--- src/rtl/bms_pkg.sv ---
// bms_pkg: constants, state codes and helpers of the boot mode selector.
// assumes a 250 MHz system clock and 16-bit flash words.
package bms_pkg;

   // boot-select codes {upper, lower}
   localparam logic [1:0]  SEL_USER      = 2'h3;
   localparam logic [1:0]  SEL_STANDARD  = 2'h2;
   localparam logic [1:0]  SEL_SELECTIVE = 2'h1;
   localparam logic [1:0]  SEL_RESERVED  = 2'h0;
   localparam logic [1:0]  SEL_RESET_VAL = 2'h3;

   // flash locations used by the selective check
   localparam int          ADDR_W        = 24;
   localparam int          WORD_W        = 16;
   localparam logic [23:0] SIG_ADDR_A    = 24'h00FFF8;
   localparam logic [23:0] SIG_ADDR_B    = 24'h00FFFA;
   localparam logic [23:0] KEY_ADDR      = 24'h00FFFC;
   localparam logic [15:0] SIG_REF       = 16'hFFFF;

   // user key codes
   localparam logic [15:0] KEY_STANDARD  = 16'h5A5A;
   localparam logic [15:0] KEY_UART_ONLY = 16'h5A01;
   localparam logic [15:0] KEY_CAN_ONLY  = 16'h5A02;

   // least dominant time that makes a valid CAN start
   localparam int          CLK_PERIOD_NS = 4;
   localparam int          CAN_DOM_NS    = 32;
   localparam logic [3:0]  CAN_DOM_CYC   =
      4'((CAN_DOM_NS + CLK_PERIOD_NS - 1) / CLK_PERIOD_NS);

   typedef enum logic [11:0] {
      ST_IDLE   = 12'h001,
      ST_DECODE = 12'h002,
      ST_RD_A   = 12'h004,
      ST_RD_B   = 12'h008,
      ST_CHECK  = 12'h010,
      ST_RD_KEY = 12'h020,
      ST_KEY    = 12'h040,
      ST_SWRST  = 12'h080,
      ST_USER   = 12'h100,
      ST_SCAN   = 12'h200,
      ST_LOOP   = 12'h400,
      ST_RSVD   = 12'h800
   } bms_state_t;

   function automatic logic sig_ok(input logic [15:0] a,
                                   input logic [15:0] b);
      sig_ok = ((a ^ b) == SIG_REF);
   endfunction

endpackage

--- src/rtl/bms_start_detect.sv ---
// bms_start_detect: first-start detection on the UART and CAN receive lines.
// assumes receive lines synchronous to clk; arm is held while scanning.
`timescale 1ns/100ps
`default_nettype none

module bms_start_detect
   import bms_pkg::*;
(
   input  wire logic clk,
   input  wire logic reset,
   input  wire logic arm,
   input  wire logic uart_en,
   input  wire logic can_en,
   input  wire logic uart_receive_line,
   input  wire logic can_receive_line,
   output logic      uart_start,
   output logic      can_start
);

   logic       uart_prev_q;
   logic       uart_prev_d;
   logic       can_idle_q;
   logic       can_idle_d;
   logic [3:0] dom_cnt_q;
   logic [3:0] dom_cnt_d;
   logic       uart_hit_q;
   logic       uart_hit_d;
   logic       can_hit_q;
   logic       can_hit_d;
   logic       locked;

   always_comb
   begin
      uart_prev_d = uart_receive_line;
      can_idle_d  = can_idle_q;
      dom_cnt_d   = 4'h0;
      uart_hit_d  = uart_hit_q;
      can_hit_d   = can_hit_q;
      locked      = uart_hit_q | can_hit_q;
      if (!arm)
      begin
         can_idle_d = 1'b0;
         uart_hit_d = 1'b0;
         can_hit_d  = 1'b0;
      end
      else if (!locked)
      begin
         if (can_receive_line)
            can_idle_d = 1'b1;
         if (can_en && can_idle_q && !can_receive_line)
            dom_cnt_d = dom_cnt_q + 4'h1;
         // uart falling edge from idle high; wins a tie
         if (uart_en && uart_prev_q && !uart_receive_line)
            uart_hit_d = 1'b1;
         else if (dom_cnt_d == CAN_DOM_CYC)
            can_hit_d = 1'b1;
      end
   end

   always_ff @(posedge clk or posedge reset)
   begin
      if (reset)
      begin
         uart_prev_q <= 1'b1;
         can_idle_q  <= 1'b0;
         dom_cnt_q   <= 4'h0;
         uart_hit_q  <= 1'b0;
         can_hit_q   <= 1'b0;
      end
      else
      begin
         uart_prev_q <= uart_prev_d;
         can_idle_q  <= can_idle_d;
         dom_cnt_q   <= dom_cnt_d;
         uart_hit_q  <= uart_hit_d;
         can_hit_q   <= can_hit_d;
      end
   end

   assign uart_start = uart_hit_q;
   assign can_start  = can_hit_q;

   property p_uart_first;
      @(posedge clk) disable iff (reset)
      arm && uart_en && !uart_start && !can_start && uart_prev_q
         && !uart_receive_line |=> uart_start && !can_start;
   endproperty
   a_uart_first: assert property (p_uart_first)
      else $error("uart start not taken");

   property p_can_first;
      @(posedge clk) disable iff (reset)
      (arm && can_en && !uart_en && can_idle_q && !can_receive_line
         && !can_start) [*8] |=> can_start;
   endproperty
   a_can_first: assert property (p_can_first)
      else $error("can dominant not taken");

   property p_lock;
      @(posedge clk) disable iff (reset)
      arm && (uart_start || can_start) ##1 arm
         |-> $stable({uart_start, can_start});
   endproperty
   a_lock: assert property (p_lock)
      else $error("channel choice changed");

endmodule // bms_start_detect

`default_nettype wire

--- src/rtl/bms_boot_mode_selector.sv ---
// bms_boot_mode_selector: reset-time boot mode decode and loader choice.
// assumes pins synchronous to clk and a flash read port answering with ack.
`timescale 1ns/100ps
`default_nettype none

module bms_boot_mode_selector
   import bms_pkg::*;
(
   input  wire logic        clk,
   input  wire logic        reset,
   input  wire logic        external_reset_input_n,
   input  wire logic        boot_select_upper_bit,
   input  wire logic        boot_select_lower_bit,
   input  wire logic        uart_receive_line,
   input  wire logic        can_receive_line,
   input  wire logic        flash_rd_ack,
   input  wire logic [15:0] flash_rd_data,
   output logic             flash_rd_req,
   output logic [23:0]      flash_rd_addr,
   output logic [1:0]       boot_mode,
   output logic             user_flash_at_zero,
   output logic             fetch_from_test_flash,
   output logic             reserved_mode,
   output logic             sw_reset_pulse,
   output logic             run_user_code,
   output logic             standard_loader_active,
   output logic             uart_loader_run,
   output logic             can_loader_run,
   output logic             endless_loop
);

   // capture group
   logic       pin_q, pin_d;
   logic [1:0] sel_q, sel_d;
   logic       release_evt;
   always_comb
   begin
      pin_d       = external_reset_input_n;
      release_evt = external_reset_input_n && !pin_q;
      sel_d       = sel_q;
      if (release_evt)
         sel_d = {boot_select_upper_bit, boot_select_lower_bit};
   end
   always_ff @(posedge clk or posedge reset)
   begin
      if (reset)
      begin
         pin_q <= 1'b0;
         sel_q <= SEL_RESET_VAL;
      end
      else
      begin
         pin_q <= pin_d;
         sel_q <= sel_d;
      end
   end

   // sequencing group
   bms_state_t  state_q, state_d;
   logic [15:0] word_a_q, word_a_d;
   logic [15:0] word_b_q, word_b_d;
   logic [15:0] key_q, key_d;
   logic        uart_en_q, uart_en_d;
   logic        can_en_q, can_en_d;
   logic        req_q, req_d;
   logic [23:0] addr_q, addr_d;
   logic        test_q, test_d;
   logic        zero_q, zero_d;
   logic        swrst_q, swrst_d;
   logic        run_q, run_d;
   logic        loop_q, loop_d;
   logic        rsvd_q, rsvd_d;
   always_comb
   begin
      state_d  = state_q;
      word_a_d = word_a_q;
      word_b_d = word_b_q;
      key_d    = key_q;
      uart_en_d = uart_en_q;
      can_en_d = can_en_q;
      req_d    = req_q;
      addr_d   = addr_q;
      test_d   = test_q;
      zero_d   = zero_q;
      swrst_d  = 1'b0;
      run_d    = run_q;
      loop_d   = loop_q;
      rsvd_d   = rsvd_q;
      if (!external_reset_input_n)
      begin
         state_d   = ST_IDLE;
         uart_en_d = 1'b0;
         can_en_d  = 1'b0;
         req_d     = 1'b0;
         test_d    = 1'b0;
         zero_d    = 1'b0;
         run_d     = 1'b0;
         loop_d    = 1'b0;
         rsvd_d    = 1'b0;
      end
      else
      begin
         unique case (state_q)
            ST_IDLE:
               if (release_evt)
                  state_d = ST_DECODE;
            ST_DECODE:
            begin
               // user flash is mapped at zero for data reads in every mode but reserved
               zero_d = 1'b1;
               unique case (sel_q)
                  SEL_USER:
                  begin
                     state_d = ST_USER;
                     run_d   = 1'b1;
                  end
                  SEL_STANDARD:
                  begin
                     state_d   = ST_SCAN;
                     test_d    = 1'b1;
                     uart_en_d = 1'b1;
                     can_en_d  = 1'b1;
                  end
                  SEL_SELECTIVE:
                  begin
                     state_d = ST_RD_A;
                     test_d  = 1'b1;
                     req_d   = 1'b1;
                     addr_d  = SIG_ADDR_A;
                  end
                  SEL_RESERVED:
                  begin
                     state_d = ST_RSVD;
                     zero_d  = 1'b0;
                     rsvd_d  = 1'b1;
                  end
               endcase
            end
            ST_RD_A:
               if (flash_rd_ack)
               begin
                  word_a_d = flash_rd_data;
                  addr_d   = SIG_ADDR_B;
                  state_d  = ST_RD_B;
               end
            ST_RD_B:
               if (flash_rd_ack)
               begin
                  word_b_d = flash_rd_data;
                  req_d    = 1'b0;
                  state_d  = ST_CHECK;
               end
            ST_CHECK:
               if (sig_ok(word_a_q, word_b_q))
                  state_d = ST_SWRST;
               else
               begin
                  state_d = ST_RD_KEY;
                  req_d   = 1'b1;
                  addr_d  = KEY_ADDR;
               end
            ST_RD_KEY:
               if (flash_rd_ack)
               begin
                  key_d   = flash_rd_data;
                  req_d   = 1'b0;
                  state_d = ST_KEY;
               end
            ST_KEY:
            begin
               state_d = ST_SCAN;
               if (key_q == KEY_STANDARD)
               begin
                  uart_en_d = 1'b1;
                  can_en_d  = 1'b1;
               end
               else if (key_q == KEY_UART_ONLY)
                  uart_en_d = 1'b1;
               else if (key_q == KEY_CAN_ONLY)
                  can_en_d = 1'b1;
               else
               begin
                  state_d = ST_LOOP;
                  loop_d  = 1'b1;
               end
            end
            ST_SWRST:
            begin
               swrst_d = 1'b1;
               test_d  = 1'b0;
               run_d   = 1'b1;
               state_d = ST_USER;
            end
            ST_USER, ST_SCAN, ST_LOOP, ST_RSVD: state_d = state_q;
         endcase
      end
   end
   always_ff @(posedge clk or posedge reset)
   begin
      if (reset)
      begin
         state_q   <= ST_IDLE;
         word_a_q  <= 16'h0000;
         word_b_q  <= 16'h0000;
         key_q     <= 16'h0000;
         uart_en_q <= 1'b0;
         can_en_q  <= 1'b0;
         req_q     <= 1'b0;
         addr_q    <= 24'h000000;
         test_q    <= 1'b0;
         zero_q    <= 1'b0;
         swrst_q   <= 1'b0;
         run_q     <= 1'b0;
         loop_q    <= 1'b0;
         rsvd_q    <= 1'b0;
      end
      else
      begin
         state_q   <= state_d;
         word_a_q  <= word_a_d;
         word_b_q  <= word_b_d;
         key_q     <= key_d;
         uart_en_q <= uart_en_d;
         can_en_q  <= can_en_d;
         req_q     <= req_d;
         addr_q    <= addr_d;
         test_q    <= test_d;
         zero_q    <= zero_d;
         swrst_q   <= swrst_d;
         run_q     <= run_d;
         loop_q    <= loop_d;
         rsvd_q    <= rsvd_d;
      end
   end
   logic scanning;
   assign scanning = (state_q == ST_SCAN) && external_reset_input_n;
   bms_start_detect bms_start_detect_inst (
      .clk               (clk),
      .reset             (reset),
      .arm               (scanning),
      .uart_en           (uart_en_q),
      .can_en            (can_en_q),
      .uart_receive_line (uart_receive_line),
      .can_receive_line  (can_receive_line),
      .uart_start        (uart_loader_run),
      .can_start         (can_loader_run)
   );
   assign flash_rd_req           = req_q;
   assign flash_rd_addr          = addr_q;
   assign boot_mode              = sel_q;
   assign user_flash_at_zero     = zero_q;
   assign fetch_from_test_flash  = test_q;
   assign reserved_mode          = rsvd_q;
   assign sw_reset_pulse         = swrst_q;
   assign run_user_code          = run_q;
   assign standard_loader_active = scanning;
   assign endless_loop           = loop_q;
   property p_capture;
      @(posedge clk) disable iff (reset)
      external_reset_input_n && !pin_q |=>
         boot_mode == $past({boot_select_upper_bit, boot_select_lower_bit});
   endproperty
   a_capture: assert property (p_capture)
      else $error("boot pins not latched at release");
   property p_user;
      @(posedge clk) disable iff (reset)
      state_q == ST_DECODE && sel_q == SEL_USER && external_reset_input_n
         |=> user_flash_at_zero && run_user_code && !fetch_from_test_flash;
   endproperty
   a_user: assert property (p_user)
      else $error("user mode map wrong");
   property p_standard;
      @(posedge clk) disable iff (reset)
      state_q == ST_DECODE && sel_q == SEL_STANDARD && external_reset_input_n
         |=> fetch_from_test_flash && user_flash_at_zero && uart_en_q
             && can_en_q && state_q == ST_SCAN;
   endproperty
   a_standard: assert property (p_standard)
      else $error("standard loader entry wrong");
   property p_selective;
      @(posedge clk) disable iff (reset)
      state_q == ST_DECODE && sel_q == SEL_SELECTIVE && external_reset_input_n
         |=> fetch_from_test_flash && flash_rd_req
             && flash_rd_addr == SIG_ADDR_A;
   endproperty
   a_selective: assert property (p_selective)
      else $error("selective entry wrong");
   property p_reserved;
      @(posedge clk) disable iff (reset)
      state_q == ST_DECODE && sel_q == SEL_RESERVED && external_reset_input_n
         |=> reserved_mode && !run_user_code && !standard_loader_active;
   endproperty
   a_reserved: assert property (p_reserved)
      else $error("reserved code not flagged");
   property p_sig_good;
      @(posedge clk) disable iff (reset)
      state_q == ST_CHECK && sig_ok(word_a_q, word_b_q)
         && external_reset_input_n ##1 external_reset_input_n [*2]
         |-> sw_reset_pulse ##1 (run_user_code && !sw_reset_pulse);
   endproperty
   a_sig_good: assert property (p_sig_good)
      else $error("good signature did not start user code");
   property p_sig_bad;
      @(posedge clk) disable iff (reset)
      state_q == ST_CHECK && !sig_ok(word_a_q, word_b_q)
         && external_reset_input_n
         |=> flash_rd_req && flash_rd_addr == KEY_ADDR && !sw_reset_pulse;
   endproperty
   a_sig_bad: assert property (p_sig_bad)
      else $error("bad signature did not reread key");
   property p_key;
      @(posedge clk) disable iff (reset)
      state_q == ST_KEY && external_reset_input_n
         |=> (key_q == KEY_UART_ONLY) == (uart_en_q && !can_en_q)
             && (key_q == KEY_CAN_ONLY) == (can_en_q && !uart_en_q)
             && endless_loop == (!uart_en_q && !can_en_q);
   endproperty
   a_key: assert property (p_key)
      else $error("key decode wrong");

endmodule // bms_boot_mode_selector

`default_nettype wire

--- config.mk ---
export PLATFORM = sky130hd
export DESIGN_NAME = bms_boot_mode_selector
export DESIGN_NICKNAME = d
export VERILOG_FILES = /design/src/rtl/bms_pkg.sv /design/src/rtl/bms_start_detect.sv /design/src/rtl/bms_boot_mode_selector.sv
export SDC_FILE = /design/constraint.sdc
export NUM_CORES = 1
export LEC_CHECK = 0
export BUFFER_PORTS_ARGS = -buffer_cell sky130_fd_sc_hd__buf_2
export CORE_UTILIZATION = 35
export DETAILED_ROUTE_END_ITERATION = 10
export SETUP_SLACK_MARGIN = 0.4
export SLEW_MARGIN = 40
export SYNTH_ARGS = -nofsm -noshare
export SYNTH_HDL_FRONTEND = slang
export SYNTH_SLANG_ARGS = --single-unit
--- constraint.sdc ---
create_clock -name clk -period 2.9 [get_ports clk]
set_input_delay 0.58 -clock clk [delete_from_list [all_inputs] [get_ports clk]]
set_output_delay 0.58 -clock clk [all_outputs]
set_load 0.03 [all_outputs]
-- After elaboration in Yosys (flattened, before gate mapping)
Cells that the tools add are included.
- register bits: 104
- bits in latches: 0
- bits in writable memories: 0
- ROM bits: 0
- output and inout bits: 36
- word-level logic and storage cells: 168
- memories kept: 0
- $add $sub $neg: 1
- $mul: 0
- divide/modulo/power cells: 0
- magnitude comparators: 0
- eq/ne operators: 51
- shifts and indexed selects: 0
- mux-type cells: 64
- bitwise operators: 2
- reduce and logical (&&, ||, !) cells: 29
- operator list (operator ; count):
    $pmux 12 s8 ; 1
    $mux 24 ; 3
    $pmux 24 s3 ; 1
    $mux 12 ; 5
    $eq 16x15->1 const B ; 3
    $pmux 12 s4 ; 1
    $mux 1 ; 39
    $mux 11 ; 3
    $ne 3x3->1 const B ; 9
    $ne 2x2->1 const B ; 12
    $mux 4 ; 5
    $eq 16x16->1 const B ; 1
    $xor 16x16->16 ; 1
    $reduce_and 3->1 ; 5
    $eq 12x1->1 const B ; 1
    $eq 12x10->1 const B ; 1
    $eq 12x11->1 const B ; 1
    $eq 12x12->1 const B ; 1
    $eq 12x2->1 const B ; 1
    $eq 12x3->1 const B ; 1
    $eq 12x4->1 const B ; 1
    $eq 12x5->1 const B ; 1
    $eq 12x6->1 const B ; 1
    $eq 12x7->1 const B ; 1
    24 further kinds ; 48

-- Depth between registers and ports, before layout
Gate-level depths: netlist of the first run.
- depth after elaboration: 10
- gate-level depth with buffers: 7
- gate-level depth less buffers: 6

-- By module
From an unflattened synthesis of the first run, not the netlist that was laid out.
- cell total of the unflattened synthesis: 340
- area, all modules: 4010.1 sq um
- by module, submodules not included (module ; times used ; cells an instance ; area an instance (sq um) ; sequential area each (sq um)):
    bms_boot_mode_selector ; 1 ; 309 ; 3662.3 ; 1880.6
    bms_start_detect ; 1 ; 31 ; 347.8 ; 201.4

-- Least setup slack after synthesis of the first run
OpenSTA, ideal clock, no wires.
- kind: register to output
- start point: register state_q[7]
- end point: output port standard_loader_active
- arrival: 1.761 ns
- data required time: 2.320 ns
- path slack: 0.559 ns
- stages on the path, launching flop included: 6
- path buffers: 1
- cells stage by stage: dfrtp_1 > or4_1 > buf_2 > nor4b_2 > nand2_1 > inv_1
- cells in the longest elaborated chain, start to end: 2
- RTL lines (item ; line ; source):
    start, declared ; bms_boot_mode_selector.sv:59 ; bms_state_t state_q, state_d;
    start signal, assigned ; bms_boot_mode_selector.sv:219 ; state_q <= state_d;
    $eq 12x10->1 ; bms_boot_mode_selector.sv:236 ; assign scanning = (state_q == ST_SCAN) && external_reset_input_n;
    $logic_and 1x1->1 ; bms_boot_mode_selector.sv:236 ;
    end, declared ; bms_boot_mode_selector.sv:26 ; output logic standard_loader_active,
No other way between the ends.

-- Worst setup path after layout of the first run
Ends and elaborated chain as after synthesis.

==> results of run 1 <==
-- report_power, final --
group	leakage (nW)	total (mW)	switching, mW	internal [mW]
clock	0.150	1.14	0.522	0.613
sequential	1.12	1.25	0.0393	1.21
combinational	1.01	0.308	0.196	0.112
total	2.28	2.69	0.758	1.93
-- sequential cells by signal, indices dropped and copies added, names as in the netlist, 2 cells and up --
signal                           cells
flash_rd_addr                        3
word_a_q                            16
key_q                               16
boot_mode                            2
word_b_q                            16
bms_start_detect_inst.dom_cnt_q      4
state_q                             12
-- cell usage in the layout (no fill, tap or decap), types with 2 or more instances in the layout --
cell type	count
nand3b_1	2
inv_1	11
or3_1	3
buf_6	2
xor2_1	6
buf_2	49
or4_4	3
inv_8	2
dfstp_2	4
buf_4	16
clkinv_8	2
nand2b_1	4
nor3_1	7
nand2_1	11
mux2_2	47
or2_2	3
nor2b_1	5
a21o_1	2
o21ai_0	12
xnor2_1	18
nand4_1	6
a21oi_1	13
clkinv_4	2
and3_1	2
ha_1	9
conb_1	9
nand3_1	5
clkbuf_16	9
nor2_1	21
nor4_1	9
dfrtp_2	3
nor4b_1	3
dfrtp_1	76
-- worst register-to-register path, cell delays in order (launching register included) --
cell and delay, ns:
dfrtp_1 0.44, or4_4 0.61, or4_4 0.57, a221oi_4 0.34, o21ai_2 0.11, o22a_1 0.19
-- through the flow --
| step | hold WS, ns | instances |
|---|---|---|
| floorplan | 0.449 | 353 |
| global placement | 0.475 | 522 |
| detailed placement | 0.481 | 522 |
| CTS | 0.351 | 543 |
| global route | 0.280 | 545 |
| finish | 0.264 | 545 |
-- area by class of cell --
| cell class | instances | area (µm²) |
|---|---|---|
| clock buffer | 9 | 225 |
| clock inverter | 7 | 81.3 |
| fill | 1038 | 6240 |
| inverter | 13 | 52.6 |
| multi-input combinational | 225 | 1750 |
| sequential | 83 | 2090 |
| tap | 140 | 175 |
| timing repair buffer | 68 | 415 |
-- Yosys cell counts, drive strengths merged, types with 4 or more instances --
library cell	n	area share, %
dfrtp	79	49
nand4	6	0.93
nor4b	4	1.0
nor2	22	2.2
xnor2	18	3.9
nand3	5	0.62
o21ai	14	1.8
xor2	6	1.3
inv	13	1.2
nor4	11	2.1
nor3	8	1.1
nand2	12	1.1
nand2b	4	0.62
clkbuf	5	0.46
ha	9	2.8
mux2	48	13
dfstp	4	2.6
a21oi	13	1.6
nor2b	5	0.77
buf	27	4.9
-- how the worst max path moves through the flow --
| stage | from | to | slack [ns] |
|---|---|---|---|
| final | state_q[7] | standard_loader_active | 0.44 |
| after global routing | state_q[5] | standard_loader_active | 0.35 |
| after CTS | state_q[4] | standard_loader_active | 0.37 |
| after detailed placement | state_q[7] | standard_loader_active | 0.31 |
| after global placement | state_q[7] | standard_loader_active | 0.35 |
| after floorplan | state_q[7] | standard_loader_active | 0.56 |
-- kinds of logic (layout without fill, tap and decap cells) --
family | after synthesis | in the layout | synth area share [%]
multiplexers | 49 | 49 | 13.6
other | 1 | 9 | 0.0928
flip-flops | 83 | 83 | 51.5
AO/OA/AOI/OAI | 40 | 40 | 6.50
AND/OR/NAND/NOR | 94 | 94 | 13.8
adder cells (fa/ha/maj) | 9 | 9 | 2.79
XOR/XNOR | 24 | 24 | 5.20
buffers and inverters | 45 | 97 | 6.53
-- layer usage --
metal  vias to the layer above  share of wire (%)  GRT usage (%)
met1                      1375                 45           18.8
met2                        56                 49           24.8
li1                       1291                  -              -
met5                         -                  0              0
met3                        11                4.6           4.51
met4                         0                1.2           4.19
-- timing repair --
item,4_1_cts,5_1_grt
endpoints found under the setup margin,3,19
pin swaps,3,4
setup buffers,5,1
resized for setup,8,4
==> impl_metrics.csv, run 1 <==
group,metric,value,unit
critical_path,worstRegToRegCells,5,
place,place.gp.congestion,0.815,
sta,relSlewSlack,63.0,%
critical_path,r2r-end,"flash_rd_addr[1]",
clock_network,cts_max_path_buffers,2,
critical_path,critPathCaptureType,"output pin",
clock_network,tritoncts,"done",
pwr,cellLeakagePower,2.28,nW
drt,wl,8170,µm
pwr,power,2.69,mW
synth,netlist_area,4040,µm²
critical_path,setup.worst_path.start_class,"flop",
final_layout,nNetsFinal,433,
synth,ys_seq_area_share,51.5,%
clock_network,cts_hold_buf,0,
synth,synth-edff-count,0,
sta,maxSlewViolCount,0,
final_layout,syn2layout_area_growth,18.4,%
critical_path,cpPeakStageDelay,0.54,ns
final_layout,fin_util,43.4,%
drt,wl_per_cell,15.0,µm
sta,max_freq,407,MHz
pwr,ir_worst_vdd,367,µV
floorplan,ioPinCount,60,
critical_path,criticalPathCategory,"reg2out",
final_layout,num_antenna_cells,0,
status,outcome,"complete, no violations",
drt,drt_iter0_drc,83,
critical_path,rr_startpoint,"state_q[11]",
critical_path,cpMaxStageDelayCell,"or4_4",
floorplan,initial_core_util,36.6,%
critical_path,crit_cells,5,
critical_path,crit_required,2.32,ns
sta,fin_tns_setup,0,ns
clock_network,cts-htree-levels,3,
grt,grt_pass1_wl,13600,µm
critical_path,cp.buffers_inverters,2,
grt,antenna_found_initial,0,
clock_network,cts.root.buffer_cell,"clkbuf_16",
critical_path,crit_fanout,4,
place,pre_cts_ws,0.312,ns
synth,ys_ff_latch,83,
pwr,cellPowerDensity,561,nW/µm²
sta,skew,0.0132,ns
place,placed_cell_area,4370,µm²
grt,grt_util_all_layers,14.9,%
clock_network,clk_pin_slew_worst_paths,0.07,ns
sta,hold_viol,0,
drt,ant_nets,0,
sta,worstMarginPinSlew,0.554,ns
synth,ys_types,53,
grt,grt_pass1_vias,2724,
clock_network,cts.sinks,83,
synth,synthCells,345,
floorplan,core,11000,µm²
sta,setup_violations,0,
final_layout,drive_gt1_share,38.8,%
drt,via_per_inst,5.01,
drt,drc,0,
drt,drt-pass1-iter-count,4,
place,portBuffers,50,
clock_network,clk_latency,0.34,ns
flow_run,cap_viol_max_count,0,
sta,rsz0062_at_grt,"yes",
place,post-dp-hpwl,5790,µm
worst_hold_path,hold_path_class,"in2async",
synth,ys_warn_count,0,
critical_path,rrSetupSlack,0.53,ns
synth,synth_flop_cell,"dfrtp_1",
sta,min_period_over_period,84.7,%
drt,vias,2733,
floorplan,dieHeight,109,µm
floorplan,num_rows,38,
critical_path,crit_chain,"or4_4, nor4b_4, nand2_2, inv_2, buf_6",
sta,period_needed,2.46,ns
sta,layout_setup_ws,0.443,ns
clock_network,cts_made_buffers,9,
critical_path,crit_family,"simple AND/OR/NAND/NOR gates",
grt,grt-ovfl-total,0,
synth,syn_area_per_cell,11.7,µm²
grt,grt_max_degree,38,
floorplan,die_w,109,µm
final_layout,fin_area,4790,µm²
floorplan,dieArea,12000,µm²
critical_path,cp_data_arrival_time,1.88,ns
synth,async_reset_ff_share,100,%
Power figures use the tool's default switching activity.
==> run 2, diff against run 1 <==
Settings changed: ABC_AREA set to 1.
Clock period 2.9 ns to 2.4 ns, I/O delays scaled along.
==> impl_metrics.csv, run 2 <==
group,metric,value,unit
status,violations,"design-rule violations",
critical_path,crit_fanout,4,
drt,via_per_inst,4.64,
worst_hold_path,hold_path_class,"in2async",
place,portBuffers,50,
clock_network,tritoncts,"done",
final_layout,final_common_cell,"nand2_1",
sta,max_freq,518,MHz
grt,grt_util_all_layers,14.2,%
clock_network,clk_pin_slew_worst_paths,0.06,ns
floorplan,die_w,112,µm
synth,async_reset_ff_share,100,%
drt,drt-pass1-iter-count,7,
synth,ys_types,38,
sta,hold_viol,0,
sta,relSlewSlack,60.0,%
clock_network,cts.sinks,83,
drt,drc,5,
final_layout,fillers,1151,
critical_path,cp_common_cell,"nor2_2",
pwr,cellPowerDensity,708,nW/µm²
critical_path,cpPeakStageDelay,0.43,ns
synth,ys_seq_area_share,49.2,%
drt,drt_iter0_drc,132,
floorplan,ioPinCount,60,
critical_path,cpMaxStageDelayCell,"dfrtp_1",
final_layout,syn2layout_area_growth,14.3,%
sta,holdWs,0.268,ns
synth,synth_flop_cell,"dfrtp_1",
final_layout,instances_no_fill,669,
final_layout,fin_util,41.7,%
synth,synth-edff-count,0,
synth,yosys-top-cells-area,"dfrtp_1 47%, nand2_1 9.5%, inv_1 4.5%",
clock_network,cts.root.buffer_cell,"clkbuf_16",
synth,yosys.area.top_type,"dfrtp_1",
sta,worstMarginPinSlew,0.598,ns
critical_path,crit_chain,"nor2_2, nand2_2, nor2_2, inv_2, nor2_4, buf_6",
floorplan,core,11600,µm²
clock_network,cts_hold_buf,0,
grt,grt_pass1_wl,14200,µm
critical_path,crit_family,"simple AND/OR/NAND/NOR gates",
critical_path,rrSetupSlack,0.61,ns
clock_network,cts_max_path_buffers,2,
critical_path,cp.buffers_inverters,2,
grt,antenna_found_initial,0,
final_layout,top_regs,"key_q (16), word_a_q (16), word_b_q (16)",
clock_network,cts-htree-levels,3,
synth,netlist_area,4240,µm²
sta,fin_tns_setup,0,ns
synth,synth_top_cell_area_share,46.7,%
final_layout,num_antenna_cells,0,
place,post-dp-hpwl,5820,µm
critical_path,criticalPathCategory,"reg2out",
floorplan,num_rows,39,
drt,ant_nets,0,
pwr,power,3.43,mW
grt,grt_max_degree,84,
synth,syn_area_per_cell,8.86,µm²
grt,grt_pass1_vias,3056,
sta,maxSlewViolCount,0,
pwr,cellLeakagePower,2.38,nW
status,outcome,"complete, but fails checks",
place,dp.cells,651,
grt,grt-ovfl-total,0,
critical_path,crit_required,1.92,ns
sta,min_period_over_period,80.4,%
final_layout,final_cell_mix,"106 x nand2_1, 79 x dfrtp_1, 50 x inv_1",
sta,period_needed,1.93,ns
synth,netlist_top_cells_count,"107 x nand2_1, 79 x dfrtp_1, 51 x inv_1",
clock_network,cts_made_buffers,9,
final_layout,nNetsFinal,554,
drt,vias,3102,
pwr,ir_worst_vdd,303,µV
drt,wl_per_cell,12.6,µm
drt,wl,8430,µm
floorplan,dieHeight,112,µm
critical_path,cp_data_arrival_time,1.45,ns
floorplan,initial_core_util,36.5,%
flow_run,cap_viol_max_count,0,
sta,setup_violations,0,
synth,ys_warn_count,0,
floorplan,dieArea,12500,µm²
critical_path,setup.worst_path.start_class,"flop",
place,place.gp.congestion,0.851,
synth,synthCells,478,
synth,ys_ff_latch,83,
sta,rsz0062_at_grt,"yes",
sta,skew,0.00777,ns
clock_network,clk_latency,0.33,ns
synth,yosysMostFrequentCell,"nand2_1",
critical_path,critPathCaptureType,"output pin",
final_layout,drive_gt1_share,24.3,%
-- run 2: timing repair --
item                                   4_1_cts  5_1_grt
resized for setup                            2        3
endpoints found under the hold margin        0        0
setup endpoints to repair                    1        2
pin swaps                                    1        0
buffers inserted                             1        0
cloned                                       0        1
-- run 2: metal layers --
layer  track usage, %  wire, µm  vias up
li1                 -         -     1569
met3             2.50       269       11
met1             18.1      3920     1470
met5                0         0        -
met4             6.49       137        0
met2             23.5      4110       52
-- run 2: per-stage QoR --
stage	instance area, µm²	setup WS, ns
final	4840	0.470
after global routing	4840	0.388
after CTS	4820	0.402
after detailed placement	4500	0.496
after global placement	4500	0.555
after floorplan	4270	0.872
-- run 2: worst paths after layout --
check / start / to / cells past startpoint
setup / recovery: state_q[3] / standard_loader_active / 6
hold / removal: reset / word_a_q[13] / 3
setup reg to reg: state_q[11] / key_q[3] / 8
hold reg to reg: flash_rd_addr[1] / flash_rd_addr[1] / 2
max in group asynchronous: reset / bms_start_detect_inst.uart_prev_q / 3
min in group clk: uart_receive_line / bms_start_detect_inst.uart_prev_q / 1
-- run 2: logic make-up after synthesis --
logic type,Yosys count,synth area share [%]
AO/OA/AOI/OAI,68,9.72
XOR/XNOR,16,3.31
adder cells (fa/ha/maj),9,2.66
buffers and inverters,87,10.8
flip-flops,83,49.2
other,1,0.0885
AND/OR/NAND/NOR,214,24.3
-- run 2: worst reg2reg max path, cell delays in order (launching register included) --
cell     delay [ns]
dfrtp_1        0.42
nor2_4         0.18
nand2_4        0.10
nor2_4         0.17
nand2_2        0.08
nor2_2         0.09
nand2_2        0.35
nand2_1        0.18
o21ai_1        0.08
-- run 2: area by class of cell --
class                           instances  area, µm²  share of cell area (%)
Clock buffer                           11        233                    4.81
Inverter                               54        211                    4.37
Sequential cell                        83       2080                    43.0
Multi-Input combinational cell        317       1750                    36.0
Timing Repair Buffer                   56        314                    6.49
Clock inverter                          5       77.6                    1.60
Tap cell                              143        179                    3.70
-- run 2: report_power, final --
part           total (mW)  switching (mW)  internal [mW]  leakage, nW
sequential           1.57          0.0671           1.51         1.11
combinational       0.410           0.268          0.142         1.12
clock                1.45           0.538          0.908        0.150
total                3.43           0.873           2.56         2.38
==> run 3, diff against run 2 <==
Clock period 2.4 ns to 2 ns, I/O delays scaled along.
==> impl_metrics.csv, run 3 (synthesis gave the netlist of run 2 again) <==
group,metric,value,unit
status,outcome,"complete, but fails checks",
status,violations,"design-rule violations",
sta,skew,0.00986,ns
clock_network,tritoncts,"done",
final_layout,final_common_cell,"nand2_1",
drt,ant_nets,0,
critical_path,setup.worst_path.start_class,"flop",
floorplan,dieArea,12500,µm²
pwr,clockPowerShare,42.1,%
drt,wl,9670,µm
clock_network,clk_latency,0.34,ns
clock_network,cts_hold_buf,0,
sta,min_period_over_period,89.6,%
sta,hold_viol,0,
place,dp.cells,652,
sta,holdWs,0.169,ns
sta,max_freq,558,MHz
final_layout,final_cell_mix,"83 x nand2_1, 79 x dfrtp_1, 49 x buf_2",
place,portBuffers,50,
drt,drt_iter0_drc,145,
pwr,cellLeakagePower,2.66,nW
floorplan,num_rows,39,
floorplan,initial_core_util,36.5,%
floorplan,die_w,112,µm
pwr,p_comb_share,13.4,%
final_layout,instances_no_fill,693,
grt,grt_pass1_wl,14500,µm
grt,grt_util_all_layers,14.5,%
critical_path,critPathCaptureType,"output pin",
clock_network,cts_max_path_buffers,2,
pwr,swShare,26.8,%
pwr,p_sw,1.15,mW
drt,drt-pass1-iter-count,8,
final_layout,syn2layout_area_growth,29.3,%
clock_network,cts-htree-levels,3,
clock_network,cts.root.buffer_cell,"clkbuf_16",
drt,drc,5,
sta,setup_violations,0,
drt,via_per_inst,4.80,
sta,layout_setup_ws,0.207,ns
clock_network,clk_pin_slew_worst_paths,0.07,ns
floorplan,dieHeight,112,µm
final_layout,multiInputGateArea,2010,µm²
final_layout,drive_gt1_share,35.8,%
grt,antenna_found_initial,0,
final_layout,fin_util,47.2,%
final_layout,nNetsFinal,578,
final_layout,num_antenna_cells,0,
final_layout,fillers,1099,
critical_path,criticalPathCategory,"reg2out",
worst_hold_path,hold_path_class,"in2async",
pwr,p_int,3.12,mW
grt,grt-ovfl-total,0,
flow_run,cap_viol_max_count,0,
clock_network,cts_made_buffers,9,
sta,fin_tns_setup,0,ns
place,place.gp.congestion,0.910,
pwr,power,4.27,mW
floorplan,ioPinCount,60,
critical_path,crit_fanout,4,
sta,maxSlewViolCount,0,
final_layout,fin_area,5480,µm²
clock_network,cts.sinks,83,
place,post-dp-hpwl,5740,µm
drt,wl_per_cell,14.0,µm
final_layout,top_regs,"key_q (16), word_a_q (16), word_b_q (16)",
sta,period_needed,1.79,ns
pwr,pwr-share-seq,44.5,%
pwr,cellPowerDensity,780,nW/µm²
final_layout,seqCellArea,2080,µm²
place,placed_cell_area,4530,µm²
critical_path,cp_data_arrival_time,1.39,ns
sta,rsz0062_at_grt,"yes",
floorplan,core,11600,µm²
place,pre_cts_ws,0.323,ns
critical_path,crit_required,1.60,ns
grt,grt_max_degree,84,
drt,vias,3326,
grt,grt_pass1_vias,3130,
pwr,ir_worst_vdd,370,µV
## run 3: cell types whose count changed in the layout (fill, tap and decap cells not counted), sizes merged
| cell | previous run | this run |
|---|---|---|
| clkbuf | 11 | 15 |
| inv | 52 | 53 |
| clkinvlp | 2 | 4 |
| clkinv | 3 | 2 |
| buf | 56 | 74 |
## run 3: path summary, 6_finish.rpt
kind                       depth (start not counted)  slack, ns         startpoint                                 to
setup / recovery                                   4       0.21        state_q[10]             standard_loader_active
hold / removal                                     3       0.17              reset                       word_a_q[11]
setup reg to reg                                  10       0.25         state_q[2]                           key_q[0]
hold reg to reg                                    2       0.47   flash_rd_addr[1]                   flash_rd_addr[1]
max in group asynchronous                          3       1.45              reset  bms_start_detect_inst.uart_prev_q
min in group clk                                   1       0.17  uart_receive_line  bms_start_detect_inst.uart_prev_q
## run 3: per-layer routing
layer / GRT usage, % / up-vias / share of wire, %
met4: 5.60 / 0 / 1.7
met5: 0 / - / 0
met3: 3.27 / 18 / 3.8
li1: - / 1624 / -
met1: 19.2 / 1612 / 47
met2: 23.1 / 72 / 47
## run 3: what timing repair did
| item | 4_1_cts | 5_1_grt |
|---|---|---|
| gates resized for setup | 18 | 68 |
| endpoints found under the setup margin | 7 | 67 |
| pin swaps | 8 | 16 |
| setup buffers | 7 | 8 |
| cloned | 1 | 9 |
## run 3: cell type report
class	instances	area share [%]
clock buffer	9	4.11
timing repair buffer	80	12.1
multi-input combinational	317	36.7
sequential	83	38.0
clock inverter	7	1.83
inverter	54	4.00
tap	143	3.27
## run 3: power groups by stage
stage          registers, mW  clock network (mW)  logic, mW
2_1_floorplan           1.93                   0      0.360
3_3_place_gp            1.91                   0      0.483
3_5_place_dp            1.92                   0      0.493
4_1_cts                 1.88                1.82      0.518
5_1_grt                 1.91                1.90      0.645
6_report                1.90                1.80      0.572
## run 3: worst max-delay path, stage by stage (launching register included)
cell	delay (ns)
dfrtp_1	0.42
nor2_4	0.18
nand4_1	0.15
nor2_4	0.15
buf_6	0.14
